==> src/inc/ess_pkg.sv <==
// Package for the EEPROM save sequence interpreter: offsets, reset values, types.
package ess_pkg;
	localparam logic [11:0] ESS_OFS_PAD_BASE = 12'he36;
	localparam logic [11:0] ESS_OFS_B_CNT = 12'he36;
	localparam logic [11:0] ESS_OFS_B_ADDR_A = 12'he37;
	localparam logic [11:0] ESS_OFS_B_ADDR_B = 12'he38;
	localparam logic [11:0] ESS_OFS_F_CNT = 12'he39;
	localparam logic [11:0] ESS_OFS_F_ADDR_A = 12'he3a;
	localparam logic [11:0] ESS_OFS_F_ADDR_B = 12'he3b;
	localparam logic [11:0] ESS_OFS_C_CNT = 12'he3c;
	localparam logic [11:0] ESS_OFS_C_ADDR_A = 12'he3d;
	localparam logic [11:0] ESS_OFS_C_ADDR_B = 12'he3e;
	localparam logic [11:0] ESS_OFS_CTRL = 12'he50;
	localparam logic [11:0] ESS_OFS_STAT = 12'he51;
	localparam logic [11:0] ESS_OFS_PTR_LO = 12'he52;
	localparam logic [11:0] ESS_OFS_PTR_HI = 12'he53;
	localparam int ESS_CTRL_START_BIT = 0;
	localparam int ESS_STAT_BUSY_BIT = 0;
	localparam int ESS_STAT_DONE_BIT = 1;
	localparam logic [3:0] ESS_PAD_BYTES = 4'h9;
	localparam logic [1:0] ESS_LAST_ENTRY = 2'h2;
	localparam logic [7:0] ESS_RST_B_CNT = 8'h33;
	localparam logic [7:0] ESS_RST_B_ADDR_A = 8'h05;
	localparam logic [7:0] ESS_RST_B_ADDR_B = 8'h40;
	localparam logic [7:0] ESS_RST_F_CNT = 8'h17;
	localparam logic [7:0] ESS_RST_F_ADDR_A = 8'h08;
	localparam logic [7:0] ESS_RST_F_ADDR_B = 8'h00;
	localparam logic [7:0] ESS_RST_C_CNT = 8'h0e;
	localparam logic [7:0] ESS_RST_C_ADDR_A = 8'h0a;
	localparam logic [7:0] ESS_RST_C_ADDR_B = 8'h00;
	localparam logic [15:0] ESS_RST_EE_PTR = 16'h0000;

	typedef struct packed {
		logic [15:0] addr;
		logic [7:0] data;
	} ess_ee_word_t;

	typedef enum logic [6:0] {
		ESS_IDLE = 7'h01,
		ESS_INSTR = 7'h02,
		ESS_AHI = 7'h04,
		ESS_ALO = 7'h08,
		ESS_RDREQ = 7'h10,
		ESS_RDDAT = 7'h20,
		ESS_CSUM = 7'h40
	} ess_state_t;
endpackage

==> src/hdl/ess_save_seq.sv <==
// EEPROM save sequence interpreter with its EEPROM write FIFO.
`timescale 1ns/1ps

module ess_fifo #(
	parameter int WIDTH = 24,
	parameter int DEPTH = 8
) (
	input wire logic i_clk,
	input wire logic i_rst_b,
	input wire logic i_valid,
	output logic o_ready,
	input wire logic [WIDTH-1:0] i_data,
	output logic o_valid,
	input wire logic i_ready,
	output logic [WIDTH-1:0] o_data
);
	localparam int AW = $clog2(DEPTH);
	logic [WIDTH-1:0] mem [0:DEPTH-1];
	logic [AW-1:0] wr_reg;
	logic [AW-1:0] rd_reg;
	logic [AW:0] cnt_reg;
	wire logic do_wr = i_valid && o_ready;
	wire logic do_rd = o_valid && i_ready;
	wire logic [AW-1:0] wr_next = (wr_reg == AW'(DEPTH - 1)) ? '0 : wr_reg + 1'b1;
	wire logic [AW-1:0] rd_next = (rd_reg == AW'(DEPTH - 1)) ? '0 : rd_reg + 1'b1;

	assign o_ready = (cnt_reg != (AW+1)'(DEPTH));
	assign o_valid = (cnt_reg != '0);
	assign o_data = mem[rd_reg];

	always_ff @(posedge i_clk) begin
		if (do_wr) begin
			mem[wr_reg] <= i_data;
		end
	end

	always_ff @(posedge i_clk) begin
		if (!i_rst_b) begin
			wr_reg <= '0;
			rd_reg <= '0;
			cnt_reg <= '0;
		end else begin
			if (do_wr) begin
				wr_reg <= wr_next;
			end
			if (do_rd) begin
				rd_reg <= rd_next;
			end
			cnt_reg <= cnt_reg + (AW+1)'(do_wr) - (AW+1)'(do_rd);
		end
	end
endmodule

// What this block does
// - Each scratchpad count byte N commands a transfer of N plus one bytes.
// - The two bytes after the count give the register-map start address.
// - The count byte is written to EEPROM, then the pointer advances.
// - Both start-address bytes are written, pointer advances by two.
// - N plus one map bytes are copied from the start address onward.
// - Exactly one checksum byte follows each data block in EEPROM.
// - Filter entry resets to count 0x17, address 0x0800, 24 bytes.
// - Common control entry resets to 0x0e, 0x0a00, 15 bytes, pointer plus 19.
// - Loop B divider entry resets to 0x33, 0x0540; count decodes as 52 bytes.
module ess_save_seq #(
	parameter int FIFO_DEPTH = 8
) (
	input wire logic i_clk,
	input wire logic i_rst_b,
	input wire logic [11:0] i_addr,
	input wire logic [7:0] i_wdata,
	input wire logic i_wr,
	input wire logic i_rd,
	output logic [7:0] o_rdata,
	output logic o_map_rd,
	output logic [15:0] o_map_addr,
	input wire logic [7:0] i_map_data,
	output logic o_ee_valid,
	input wire logic i_ee_ready,
	output logic [15:0] o_ee_addr,
	output logic [7:0] o_ee_data,
	output logic o_busy
);
	ess_pkg::ess_state_t state_reg;
	ess_pkg::ess_state_t state_next;
	logic [7:0] pad_reg [0:8];
	logic [1:0] entry_reg;
	logic [15:0] ptr_reg;
	logic [15:0] src_reg;
	logic [7:0] left_reg;
	logic [7:0] data_reg;
	logic data_ok_reg;
	logic [7:0] sum_reg;
	logic done_reg;
	logic [7:0] rdata_reg;
	ess_pkg::ess_ee_word_t push_word;
	logic fifo_ready;

	// Scratchpad byte selection for the current entry.
	wire logic [3:0] ent_base = {1'b0, entry_reg, 1'b0} + {2'b00, entry_reg};
	wire logic [7:0] cur_cnt = pad_reg[ent_base];
	wire logic [7:0] cur_hi = pad_reg[ent_base + 4'h1];
	wire logic [7:0] cur_lo = pad_reg[ent_base + 4'h2];
	wire logic last_entry = (entry_reg == ess_pkg::ESS_LAST_ENTRY);

	// Register decode.
	wire logic [11:0] pad_off = i_addr - ess_pkg::ESS_OFS_PAD_BASE;
	wire logic hit_pad = (i_addr >= ess_pkg::ESS_OFS_PAD_BASE) &&
		(pad_off < {8'h00, ess_pkg::ESS_PAD_BYTES});
	wire logic hit_ctrl = (i_addr == ess_pkg::ESS_OFS_CTRL);
	wire logic hit_stat = (i_addr == ess_pkg::ESS_OFS_STAT);
	wire logic hit_plo = (i_addr == ess_pkg::ESS_OFS_PTR_LO);
	wire logic hit_phi = (i_addr == ess_pkg::ESS_OFS_PTR_HI);
	// Scratchpad writes are refused while a save runs so an entry cannot change mid-block.
	wire logic pad_we = i_wr && hit_pad && !o_busy;
	wire logic start = i_wr && hit_ctrl && i_wdata[ess_pkg::ESS_CTRL_START_BIT] && !o_busy;
	wire logic [7:0] stat_val = {6'h00, done_reg, o_busy};
	wire logic [7:0] rd_val = hit_pad ? pad_reg[pad_off[3:0]] :
		hit_stat ? stat_val :
		hit_plo ? ptr_reg[7:0] :
		hit_phi ? ptr_reg[15:8] : 8'h00;

	// EEPROM word selection and push qualification.
	wire logic emit = (state_reg == ess_pkg::ESS_INSTR) || (state_reg == ess_pkg::ESS_AHI) ||
		(state_reg == ess_pkg::ESS_ALO) || (state_reg == ess_pkg::ESS_CSUM) ||
		((state_reg == ess_pkg::ESS_RDDAT) && data_ok_reg);
	wire logic push = emit && fifo_ready;
	wire logic [7:0] csum = 8'h00 - sum_reg;
	wire logic [7:0] push_data = (state_reg == ess_pkg::ESS_INSTR) ? cur_cnt :
		(state_reg == ess_pkg::ESS_AHI) ? cur_hi :
		(state_reg == ess_pkg::ESS_ALO) ? cur_lo :
		(state_reg == ess_pkg::ESS_CSUM) ? csum : data_reg;
	assign push_word.addr = ptr_reg;
	assign push_word.data = push_data;

	assign o_busy = (state_reg != ess_pkg::ESS_IDLE);
	assign o_map_rd = (state_reg == ess_pkg::ESS_RDREQ);
	assign o_map_addr = src_reg;
	assign o_rdata = rdata_reg;

	always_comb begin
		state_next = state_reg;
		case (state_reg)
			ess_pkg::ESS_IDLE: begin
				if (start) begin
					state_next = ess_pkg::ESS_INSTR;
				end
			end
			ess_pkg::ESS_INSTR: begin
				if (push) begin
					state_next = ess_pkg::ESS_AHI;
				end
			end
			ess_pkg::ESS_AHI: begin
				if (push) begin
					state_next = ess_pkg::ESS_ALO;
				end
			end
			ess_pkg::ESS_ALO: begin
				if (push) begin
					state_next = ess_pkg::ESS_RDREQ;
				end
			end
			ess_pkg::ESS_RDREQ: begin
				state_next = ess_pkg::ESS_RDDAT;
			end
			ess_pkg::ESS_RDDAT: begin
				if (push) begin
					state_next = (left_reg == 8'h00) ? ess_pkg::ESS_CSUM : ess_pkg::ESS_RDREQ;
				end
			end
			ess_pkg::ESS_CSUM: begin
				if (push) begin
					state_next = last_entry ? ess_pkg::ESS_IDLE : ess_pkg::ESS_INSTR;
				end
			end
			default: begin
				state_next = ess_pkg::ESS_IDLE;
			end
		endcase
	end

	always_ff @(posedge i_clk) begin
		if (!i_rst_b) begin
			state_reg <= ess_pkg::ESS_IDLE;
			rdata_reg <= 8'h00;
		end else begin
			state_reg <= state_next;
			rdata_reg <= i_rd ? rd_val : 8'h00;
		end
	end

	always_ff @(posedge i_clk) begin
		if (!i_rst_b) begin
			pad_reg[0] <= ess_pkg::ESS_RST_B_CNT;
			pad_reg[1] <= ess_pkg::ESS_RST_B_ADDR_A;
			pad_reg[2] <= ess_pkg::ESS_RST_B_ADDR_B;
			pad_reg[3] <= ess_pkg::ESS_RST_F_CNT;
			pad_reg[4] <= ess_pkg::ESS_RST_F_ADDR_A;
			pad_reg[5] <= ess_pkg::ESS_RST_F_ADDR_B;
			pad_reg[6] <= ess_pkg::ESS_RST_C_CNT;
			pad_reg[7] <= ess_pkg::ESS_RST_C_ADDR_A;
			pad_reg[8] <= ess_pkg::ESS_RST_C_ADDR_B;
		end else if (pad_we) begin
			pad_reg[pad_off[3:0]] <= i_wdata;
		end
	end

	// The done flag is set by the last checksum; a start in the same cycle cannot occur.
	always_ff @(posedge i_clk) begin
		if (!i_rst_b) begin
			done_reg <= 1'b0;
		end else if (push && (state_reg == ess_pkg::ESS_CSUM) && last_entry) begin
			done_reg <= 1'b1;
		end else if (start) begin
			done_reg <= 1'b0;
		end
	end

	always_ff @(posedge i_clk) begin
		if (!i_rst_b) begin
			entry_reg <= 2'h0;
			ptr_reg <= ess_pkg::ESS_RST_EE_PTR;
			src_reg <= 16'h0000;
			left_reg <= 8'h00;
			data_reg <= 8'h00;
			data_ok_reg <= 1'b0;
			sum_reg <= 8'h00;
		end else begin
			if (start) begin
				entry_reg <= 2'h0;
				ptr_reg <= ess_pkg::ESS_RST_EE_PTR;
			end
			if (push) begin
				ptr_reg <= ptr_reg + 16'h0001;
			end
			if (push && (state_reg == ess_pkg::ESS_INSTR)) begin
				left_reg <= cur_cnt;
				sum_reg <= 8'h00;
			end
			if (push && (state_reg == ess_pkg::ESS_ALO)) begin
				src_reg <= {cur_hi, cur_lo};
			end
			// The map answers one cycle after the read strobe; hold that byte while the FIFO stalls.
			if ((state_reg == ess_pkg::ESS_RDDAT) && !data_ok_reg) begin
				data_reg <= i_map_data;
				data_ok_reg <= 1'b1;
			end
			if (push && (state_reg == ess_pkg::ESS_RDDAT)) begin
				data_ok_reg <= 1'b0;
				src_reg <= src_reg + 16'h0001;
				left_reg <= left_reg - 8'h01;
				sum_reg <= sum_reg + data_reg;
			end
			if (push && (state_reg == ess_pkg::ESS_CSUM) && !last_entry) begin
				entry_reg <= entry_reg + 2'h1;
			end
		end
	end

	ess_fifo #(
		.WIDTH($bits(ess_pkg::ess_ee_word_t)),
		.DEPTH(FIFO_DEPTH)
	) u_fifo (
		.i_clk(i_clk),
		.i_rst_b(i_rst_b),
		.i_valid(emit),
		.o_ready(fifo_ready),
		.i_data(push_word),
		.o_valid(o_ee_valid),
		.i_ready(i_ee_ready),
		.o_data({o_ee_addr, o_ee_data})
	);

	// Helper: data bytes pushed in the current block.
	logic [8:0] blk_cnt_reg;
	always_ff @(posedge i_clk) begin
		if (!i_rst_b || (state_reg == ess_pkg::ESS_INSTR)) begin
			blk_cnt_reg <= 9'h000;
		end else if (push && (state_reg == ess_pkg::ESS_RDDAT)) begin
			blk_cnt_reg <= blk_cnt_reg + 9'h001;
		end
	end
endmodule

==> config.mk <==
export PLATFORM = sky130hd
export DESIGN_NAME = ess_save_seq
export DESIGN_NICKNAME = d
export VERILOG_FILES = /design/src/inc/ess_pkg.sv /design/src/hdl/ess_save_seq.sv
export SDC_FILE = /design/constraint.sdc
export NUM_CORES = 1
export LEC_CHECK = 0
export BUFFER_PORTS_ARGS = -buffer_cell sky130_fd_sc_hd__buf_2
export CAP_MARGIN = 15
export CORE_MARGIN = 4
export CORE_UTILIZATION = 40
export DETAILED_ROUTE_END_ITERATION = 10
export GPL_TIMING_DRIVEN = 0
export SETUP_SLACK_MARGIN = 0.1
export SLEW_MARGIN = 20
export SYNTH_ARGS = -nofsm -noshare
export SYNTH_HDL_FRONTEND = slang
export SYNTH_SLANG_ARGS = --single-unit
==> constraint.sdc <==
create_clock -name i_clk -period 5.25 [get_ports i_clk]
set_input_delay 1.05 -clock i_clk [delete_from_list [all_inputs] [get_ports i_clk]]
set_output_delay 1.05 -clock i_clk [all_outputs]
set_load 0.05 [all_outputs]
# Yosys cells after proc, flatten, opt, wreduce, memory -nomap -nowiden
# Memories as Yosys holds them, arrays and structs flattened. A register that Yosys moved wholly into a read port is not among the register bits.
# Index checks and enable logic that the tools add are counted.
classes:
  add_sub_neg: 14
  n_lt_le_gt_ge: 2
  eq_ne: 22
  muxes: 42
  bitwise: 1
  n_reduce_logical: 34
ops:
  columns: ["op", "count"]
  rows:
  - ["two-way mux 8 bit", 13]
  - ["two-way mux 16 bit", 4]
  - ["two-way mux 7 bit", 7]
  - ["case mux 7 bit (7 select lines)", 1]
  - ["== test 12 bit, second input constant", 4]
  - ["adder 16 x 1 -> 16 bit, second input constant", 2]
  - ["logical AND 1 bit", 16]
  - ["greater-or-equal comparator 12 bit, second input constant", 1]
  - ["less-than comparator 12 x 4 -> 1 bit, second input constant", 1]
  - ["two-way mux 3 bit", 4]
  - ["inequality test 2 bit, second input constant", 6]
  - ["subtractor 12 bit, second input constant", 1]
  - ["nonzero test 2 bit", 5]
  - ["two-way mux 1 bit", 9]
  - ["adder 8 bit", 1]
  - ["logical NOT 8 bit", 1]
  - ["OR reduction 8 bit", 1]
  - ["subtractor 1 x 8 -> 8 bit, first input constant", 1]
  - ["subtractor 8 x 1 -> 8 bit, second input constant", 1]
  - ["== test 7 x 1 -> 1 bit, second input constant", 1]
  - ["== test 7 x 2 -> 1 bit, second input constant", 1]
  - ["== test 7 x 3 -> 1 bit, second input constant", 1]
  - ["== test 7 x 4 -> 1 bit, second input constant", 1]
  - ["== test 7 x 5 -> 1 bit, second input constant", 1]
  - ["22 further kinds", 31]
word_totals:
  ff_bits: 85
  ram_bits: 264
  in_bits: 33
  out_inout_bits: 51
  memories: 2
memory_table:
  columns: ["name", "words", "word_bits", "read_ports", "rd_ports_with_merged_regs", "write_ports", "line_no", "text"]
  rows:
  - ["u_fifo.mem", 8, 24, 1, 1, 1, "ess_save_seq.sv:18", "logic [WIDTH-1:0] mem [0:DEPTH-1];"]
  - ["pad_reg", 9, 8, 4, 0, 9, "ess_save_seq.sv:85", "logic [7:0] pad_reg [0:8];"]

# Logic depth before layout (Yosys ltp)
# Gate-level depths: netlist of the first run.
depth:
  depth_word: 10
  mapped_depth: 13
  ltp_nobuf: 12

# By module
# Synthesis of the first run repeated with hierarchy kept, for this count alone.
hier_totals:
  cells_unflattened: 1400
  hier_area_um2: 20510.9
by_module_without_submodules:
  columns: ["mod", "n_inst", "cells_per_inst", "area_each_um2", "seq_area_each_um2"]
  rows:
  - ["ess_save_seq", 1, 1046, 12557.0, 5345.1]
  - ["ess_fifo", 1, 354, 7953.9, 6025.8]

# Worst setup path before layout of the first run
# Ideal clock, no wire load.
synth_timing:
  path_type: "flip-flop to flip-flop"
  startpoint: "register state_reg[6]"
  endpoint: "memory u_fifo.mem[2][0] (enable)"
  setup_time_ns: 0.475
  t_arrival_ns: 4.298
  slack_ns: 0.477
  stages_incl_launch_ff: 9
  path_buffers: 4
  path_cell_list: "dfxtp_1 > buf_2 > or3_1 > buf_2 > nor4_1 > nor3_2 > buf_2 > buf_2 > nor4b_1"
synth_between:
  elab_chain_cells: 8
synth_lines:
  columns: ["item", "line_no", "text"]
  rows:
  - ["start: declaration", "ess_save_seq.sv:83", "ess_pkg::ess_state_t state_reg;"]
  - ["start signal: assignment", "ess_save_seq.sv:184", "state_reg <= ess_pkg::ESS_IDLE;"]
  - ["start signal: assignment", "ess_save_seq.sv:187", "state_reg <= state_next;"]
  - ["== test 7 x 2 -> 1 bit or == test 7 x 3 -> 1 bit (tied branches)", "ess_save_seq.sv:123", "wire logic emit = (state_reg == ess_pkg::ESS_INSTR) || (state_reg == ess_pkg::ESS_AHI) ||"]
  - ["logical OR 1 bit (2 in a row)", "ess_save_seq.sv:123", null]
  - ["logical OR 1 bit", "ess_save_seq.sv:124", "(state_reg == ess_pkg::ESS_ALO) || (state_reg == ess_pkg::ESS_CSUM) ||"]
  - ["logical OR 1 bit *", "ess_save_seq.sv:124", null]
  - ["logical AND 1 bit *", "ess_save_seq.sv:22", "wire logic do_wr = i_valid && o_ready;"]
  - ["two-way mux 1 bit *", "ess_save_seq.sv:32", "if (do_wr) begin"]
  - ["two-way mux 1 bit (not written as such) *", "ess_save_seq.sv:33", "mem[wr_reg] <= i_data;"]
  - ["end: declaration", "ess_save_seq.sv:18", null]
# Mark *: on every way between the ends. The rest lies on a longest branch, timed or not.

# Final worst setup path of the first run
layout_timing:
  startpoint: "register entry_reg[0]"
  endpoint: "memory u_fifo.mem[1][7] (data pin)"
layout_between:
  elab_chain_cells: 6
layout_lines:
  columns: ["item", "line_no", "text"]
  rows:
  - ["start: declaration", "ess_save_seq.sv:86", "logic [1:0] entry_reg;"]
  - ["start signal: assignment", "ess_save_seq.sv:255", "entry_reg <= entry_reg + 2'h1;"]
  - ["adder 3 x 2 -> 4 bit *", "ess_save_seq.sv:99", "wire logic [3:0] ent_base = {1'b0, entry_reg, 1'b0} + {2'b00, entry_reg};"]
  - ["adder 4 x 2 -> 4 bit", "ess_save_seq.sv:102", "wire logic [7:0] cur_lo = pad_reg[ent_base + 4'h2];"]
  - ["memory (9 x 8 bit) *", null, null]
  - ["two-way mux 8 bit", "ess_save_seq.sv:130", "(state_reg == ess_pkg::ESS_ALO) ? cur_lo :"]
  - ["two-way mux 8 bit", "ess_save_seq.sv:129", "(state_reg == ess_pkg::ESS_AHI) ? cur_hi :"]
  - ["two-way mux 8 bit *", "ess_save_seq.sv:128", "wire logic [7:0] push_data = (state_reg == ess_pkg::ESS_INSTR) ? cur_cnt :"]
  - ["net push_data[7]", "ess_save_seq.sv:128", null]
# Mark *: on every way through the listed nets, which the timed path passes. The rest lies on a longest branch.

==> results.yml, run 1 <==
status:
  status: "finished clean"
die:
  ios: 84
  rows: 82
  die_h_um: 234
  die_x_um: 234
  core_um2: 50300
  start_util: 0.406
  die-area_um2: 54700
setup_path:
  critPathRequiredTime_ns: 5.49
  path_max_fanout: 10
  crit_top_cell: "buf_2"
  worstSetupPathType: "reg2reg"
  max_stage_delay_ns: 0.80
  setup.worst_path.start_class: "flop"
  worstRegToRegCells: 10
  crit_chain: "buf_2 -> buf_2 -> inv_2 -> ha_1 -> xor2_2 -> buf_2 -> mux2i_1 -> a21oi_1 -> mux2i_1 -> o221ai_1"
  cp_slowest_cell: "o221ai_1"
  critical_path_arrival_ns: 5.12
  end_kind: "flop"
clock_tree:
  cts.repair.resized: 0
  clkSlewWorstSetupHoldPaths_ns: 0.06
  post_cts_buffers: 0
  cts-buffers-inserted: 44
  cts_hold_buffers: 0
  cts-root-buf: "clkbuf_16"
  clkSinkCount: 408
  cts_tree: "yes"
  clockBufferDepth: 3
  htree_levels: 2
  insertion_delay_ns: 0.59
logic_synthesis:
  synth_area_um2: 20400
  syn-instance-count: 1433
  ys_ff_latch: 408
  synth_edf_count: 320
  yosysWarnings: 0
  ys_seq_area_frac: 0.557
  synth_cell_type_count: 76
  synth_ff_type: "edfxtp_1"
  synthArstFlopShare: 0
  syn_avg_cell_area_um2: 14.2
timing:
  post-route-period-util: 0.928
  period_needed_ns: 4.87
  setup_viol: 0
  rsz0062_at_grt: "no"
  hold_slack_ns: 0.487
  final.setup.tns_ns: 0
  finalHoldViolCount: 0
  fmax_ghz: 0.205
  worst_slew_pin_slew_ns: 1.04
  finalClockSkew_ns: 0.0272
  max_slew_margin: 0.305
  setup_ws_ns: 0.378
  slew_violations: 0
pwr:
  switchingPower_uw: 2260
  sw_frac_of_total: 0.279
  peakVddDrop_mv: 0.348
  total_power_uw: 8090
  intPower_uw: 5830
  combPwrFrac: 0.170
  power_frac_clock: 0.380
  leakagePower_uw: 0.00797
  powerDensity_nw_per_um2: 342
  seqPwrFrac: 0.450
grt:
  grt_usage: 0.217
  grt_max_degree: 16
  grt_overflow_total: 0
  antenna_found_initial: 2
  grt_pass1_wl_mm: 88.8
  grt_pass1_vias: 14000
cells_and_area:
  design_area_um2: 23700
  largest_reg_flops: 192
  layout_commonest_cell: "edfxtp_1"
  regArea_um2: 11400
  fill_cells: 4438
  layout_common_cells: "320 x edfxtp_1, 170 x mux4_2, 123 x buf_2, 122 x nor2_1, 88 x dfxtp_1"
  area_growth_pct: 16.1
  drive_above_1_share: 0.276
  multi_input_area_um2: 8800
  fin_nets: 1712
placed_design:
  place_area_um2: 22200
  io_buffers: 81
  pre_cts_slack_ns: 0.155
  gp_congestion: 0.932
  place.detailed.hpwl_mm: 42.7
route:
  wl_mm: 59.1
  post_drt_wl_per_cell_um: 25.1
  dr.pass1.iters: 6
  drt_iter0_drc: 1572
  final_antenna_net_count: 0
  drc_errors: 0
  drt-vias-per-instance: 5.96
  vias: 14100
flow_run:
  drv_cap: 0
hold_path:
  hold_path_class: "reg2reg"
  hold_depth: 2
## metal layers
layer / share of wire / vias up / global-route usage
met5: 0 / - / 0
met1: 0.40 / 7145 / 0.285
met4: 0.050 / 0 / 0.100
met3: 0.074 / 151 / 0.0363
met2: 0.48 / 669 / 0.354
li1: - / 6105 / -
## cell usage after synthesis, drive strengths merged (7+ instances only)
master / count / area (um^2)
edfxtp: 320 / 9610
mux4: 170 / 3830
nor2: 124 / 468
dfxtp: 88 / 1760
nand2: 87 / 327
a21oi: 55 / 275
o21ai: 54 / 270
buf: 50 / 246
mux2i: 44 / 440
clkbuf: 41 / 154
inv: 35 / 131
nor3: 34 / 175
nand3: 33 / 170
mux2: 32 / 360
ha: 27 / 338
or3: 18 / 113
a22oi: 15 / 113
nand4: 15 / 93.8
o22ai: 12 / 75.1
a211oi: 11 / 82.6
nor4: 11 / 93.8
xnor2: 11 / 96.3
xor2: 11 / 96.3
o211ai: 10 / 75.1
nor3b: 9 / 67.6
and3: 8 / 50.1
nand2b: 8 / 50.1
a31oi: 7 / 43.8
nor2b: 7 / 43.8
## through the flow
stage,util,std cells
after detailed placement,0.442,2276
after floorplan,-,1488
after global routing,0.471,2358
final,0.471,2359
after CTS,0.471,2358
after global placement,0.435,2241
## power by group through the flow
stage / combinational [uW] / sequential (uW) / clock, uW
after global placement: 1350 / 3700 / 0
after global routing: 1480 / 3650 / 3270
after floorplan: 1010 / 3680 / 0
after detailed placement: 1380 / 3710 / 0
after CTS: 1390 / 3640 / 3140
final: 1370 / 3640 / 3080
## worst max-delay path, delay by kind of cell, from the launching register on
family	cells	cell delay [ns]
adders and majority gates	1	0.31
DFF	1	0.46
muxes	2	0.29
buffers and inverters	4	1.54
AOI/OAI and AO/OA	2	1.30
xor gates and xnor gates	1	0.64
## layout make-up
type | instances | area share
buffer | 91 | 0.0170
tap | 672 | 0.0355
timing repair buffer | 116 | 0.0290
clock buffer | 56 | 0.0506
antenna | 1 | 0.000106
multi-input combinational | 953 | 0.371
inverter | 36 | 0.00571
clock inverter | 26 | 0.0106
sequential | 408 | 0.480
## cell families after synthesis
| logic type | count (synthesis) | share of synthesized area |
|---|---|---|
| and+or+nand+nor | 392 | 0.0965 |
| xor gates and xnor gates | 22 | 0.00944 |
| muxes | 246 | 0.227 |
| other | 1 | 0.000184 |
| buffers and inverters | 127 | 0.0262 |
| DFF | 408 | 0.557 |
| AOI/OAI and AO/OA | 208 | 0.0648 |
| adders and majority gates | 29 | 0.0185 |
## path summary, 6_finish.rpt
path | startpoint | end | slack [ns]
min reg2reg | u_fifo.rd_reg[1]$_SDFFE_PN0P_ | u_fifo.rd_reg[1]$_SDFFE_PN0P_ | 0.49
max | entry_reg[0]$_SDFFE_PN0P_ | u_fifo.mem[1][7]$_DFFE_PP_ | 0.38
min | u_fifo.rd_reg[1]$_SDFFE_PN0P_ | u_fifo.rd_reg[1]$_SDFFE_PN0P_ | 0.49
max reg2reg | entry_reg[0]$_SDFFE_PN0P_ | u_fifo.mem[1][7]$_DFFE_PP_ | 0.38
Note: power is estimated with default switching activity, not from simulation.
==> run 2: changes to the inputs <==
--- a/config.mk
+++ b/config.mk
@@ -9,6 +9,7 @@
 export CAP_MARGIN = 15
 export CORE_MARGIN = 4
 export CORE_UTILIZATION = 40
+export CTS_BUF_LIST = sky130_fd_sc_hd__clkbuf_8
 export DETAILED_ROUTE_END_ITERATION = 10
 export GPL_TIMING_DRIVEN = 0
 export SETUP_SLACK_MARGIN = 0.1
==> run 2 against run 1 <==
Effect of this change:
- worst hold slack gained 0.0020 ns
- fmax fell by 0.48%
- register-to-register slack worse by 0.02 ns
- combinational power about the same
- critical path depth is the same
- non-clock buffer count unchanged
- critical path type unchanged
- largest power group unchanged
- highest routed layer unchanged
==> results.yml, run 2 (synthesized netlist as in run 1, its figures left out) <==
pwr:
  powerDensity_nw_per_um2: 332
  leakagePower_uw: 0.00805
  total_power_uw: 7850
  peakVddDrop_mv: 0.234
clock_tree:
  htree_levels: 3
  insertion_delay_ns: 0.65
  cts-buffers-inserted: 70
  cts_tree: "yes"
  cts_hold_buffers: 0
  clockBufferDepth: 3
  clkSinkCount: 408
  cts-root-buf: "clkbuf_8"
  clkSlewWorstSetupHoldPaths_ns: 0.06
die:
  die_h_um: 234
  core_um2: 50300
  ios: 84
  die-area_um2: 54700
  rows: 82
  start_util: 0.406
  die_x_um: 234
setup_path:
  crit_family: "buffers and inverters"
  reg2reg_slack_ns: 0.35
  critPathRequiredTime_ns: 5.55
  critical_path_arrival_ns: 5.20
  worst-path-buf-inv: 4
  crit_top_cell: "buf_2"
  setup.worst_path.start_class: "flop"
  path_max_fanout: 10
  max_stage_delay_ns: 0.77
  cp_slowest_cell: "o221ai_1"
  worstSetupPathType: "reg2reg"
  crit_chain: "buf_2 -> buf_2 -> inv_2 -> ha_1 -> xor2_2 -> buf_2 -> mux2i_1 -> a21oi_1 -> mux2i_1 -> o221ai_1"
  end_kind: "flop"
placed_design:
  place.detailed.hpwl_mm: 42.7
  gp_congestion: 0.932
  io_buffers: 81
  dpl.cell_count: 2276
  place_area_um2: 22200
grt:
  grt_usage: 0.218
  grt_use_met2: 0.357
  met3_usage: 0.0497
  grt_overflow_total: 0
  grtUsageMet1: 0.283
  antenna_found_initial: 2
  top_usage_layer: "met2"
  grt_pass1_wl_mm: 89.3
  grt_max_degree: 16
  grt_pass1_vias: 14100
timing:
  final.setup.tns_ns: 0
  rsz0062_at_grt: "no"
  setup_viol: 0
  post-route-period-util: 0.932
  finalClockSkew_ns: 0.0201
  worst_slew_pin_slew_ns: 1.02
  hold_slack_ns: 0.489
  fmax_ghz: 0.204
  period_needed_ns: 4.90
  max_slew_margin: 0.320
  slew_violations: 0
  finalHoldViolCount: 0
route:
  drt_iter0_drc: 1551
  post_drt_wl_per_cell_um: 24.8
  wl_mm: 59.6
  final_antenna_net_count: 0
  drt-vias-per-instance: 5.91
  vias: 14200
  dr.pass1.iters: 7
  drc_errors: 0
cells_and_area:
  largest_reg_flops: 192
  layout_common_cells: "320 x edfxtp_1, 170 x mux4_2, 123 x buf_2, 122 x nor2_1, 88 x dfxtp_1"
  fin_nets: 1738
  drive_above_1_share: 0.284
  area_growth_pct: 15.8
  layout_commonest_cell: "edfxtp_1"
  fill_cells: 4471
  design_area_um2: 23600
  stdcell_count: 2406
flow_run:
  drv_cap: 0
hold_path:
  hold_path_class: "reg2reg"
status:
  status: "finished clean"
==> run 2: cell count changes in the layout (fill, tap and decap cells not counted), moves of 2 or more <==
cell        delta
clkinv_1      +10
clkinv_4       -3
clkinvlp_4     -2
clkbuf_16     -45
clkinv_2       +2
clkbuf_8      +77
clkbuf_1       -8
inv_1         +18
==> run 2: timing repair <==
item,CTS,global route
endpoints found under the hold margin,0,0
resized for setup,0,2
setup endpoints to repair,0,16
setup buffers,0,0
==> run 2: layout make-up <==
class / count / area (um^2) / share of cell area
sequential: 408 / 11400 / 0.481
tap: 672 / 841 / 0.0356
inverter: 36 / 135 / 0.00572
multi-input combinational: 953 / 8800 / 0.373
antenna: 1 / 2.50 / 0.000106
buffer: 91 / 403 / 0.0171
timing repair buffer: 116 / 687 / 0.0291
clock buffer: 80 / 1100 / 0.0466
clock inverter: 49 / 283 / 0.0120
==> run 2: tightest hold or removal path: stages (launching register included) <==
cell     delay, ns
dfxtp_1       0.32
nand2_1       0.05
a21oi_1       0.07
==> run 2: per-stage QoR <==
step | setup slack (ns) | util
2_1_floorplan | 0.477 | -
3_3_place_gp | -2.27 | 0.435
3_5_place_dp | 0.155 | 0.442
4_1_cts | 0.161 | 0.470
5_1_grt | 0.233 | 0.470
6_report | 0.354 | 0.470
==> run 2: where the power goes <==
group / total [uW] / internal (uW) / switching, uW
clock network: 2830 / 1510 / 1330
registers: 3640 / 3560 / 80.7
logic: 1370 / 524 / 850
total: 7850 / 5590 / 2260
==> run 2: final timing paths <==
check                          endpoint                          start  cells past startpoint
max          u_fifo.mem[1][7]$_DFFE_PP_      entry_reg[0]$_SDFFE_PN0P_                     10
min                                flop  u_fifo.rd_reg[1]$_SDFFE_PN0P_                      2
max reg2reg  u_fifo.mem[1][7]$_DFFE_PP_      entry_reg[0]$_SDFFE_PN0P_                     10
min reg2reg                        flop  u_fifo.rd_reg[1]$_SDFFE_PN0P_                      2
==> run 2: per-layer routing <==
metal,wire length (um),vias up
met1,23300,7140
li1,-,6165
met3,4830,174
met2,28800,751
met5,0,-
met4,2640,0
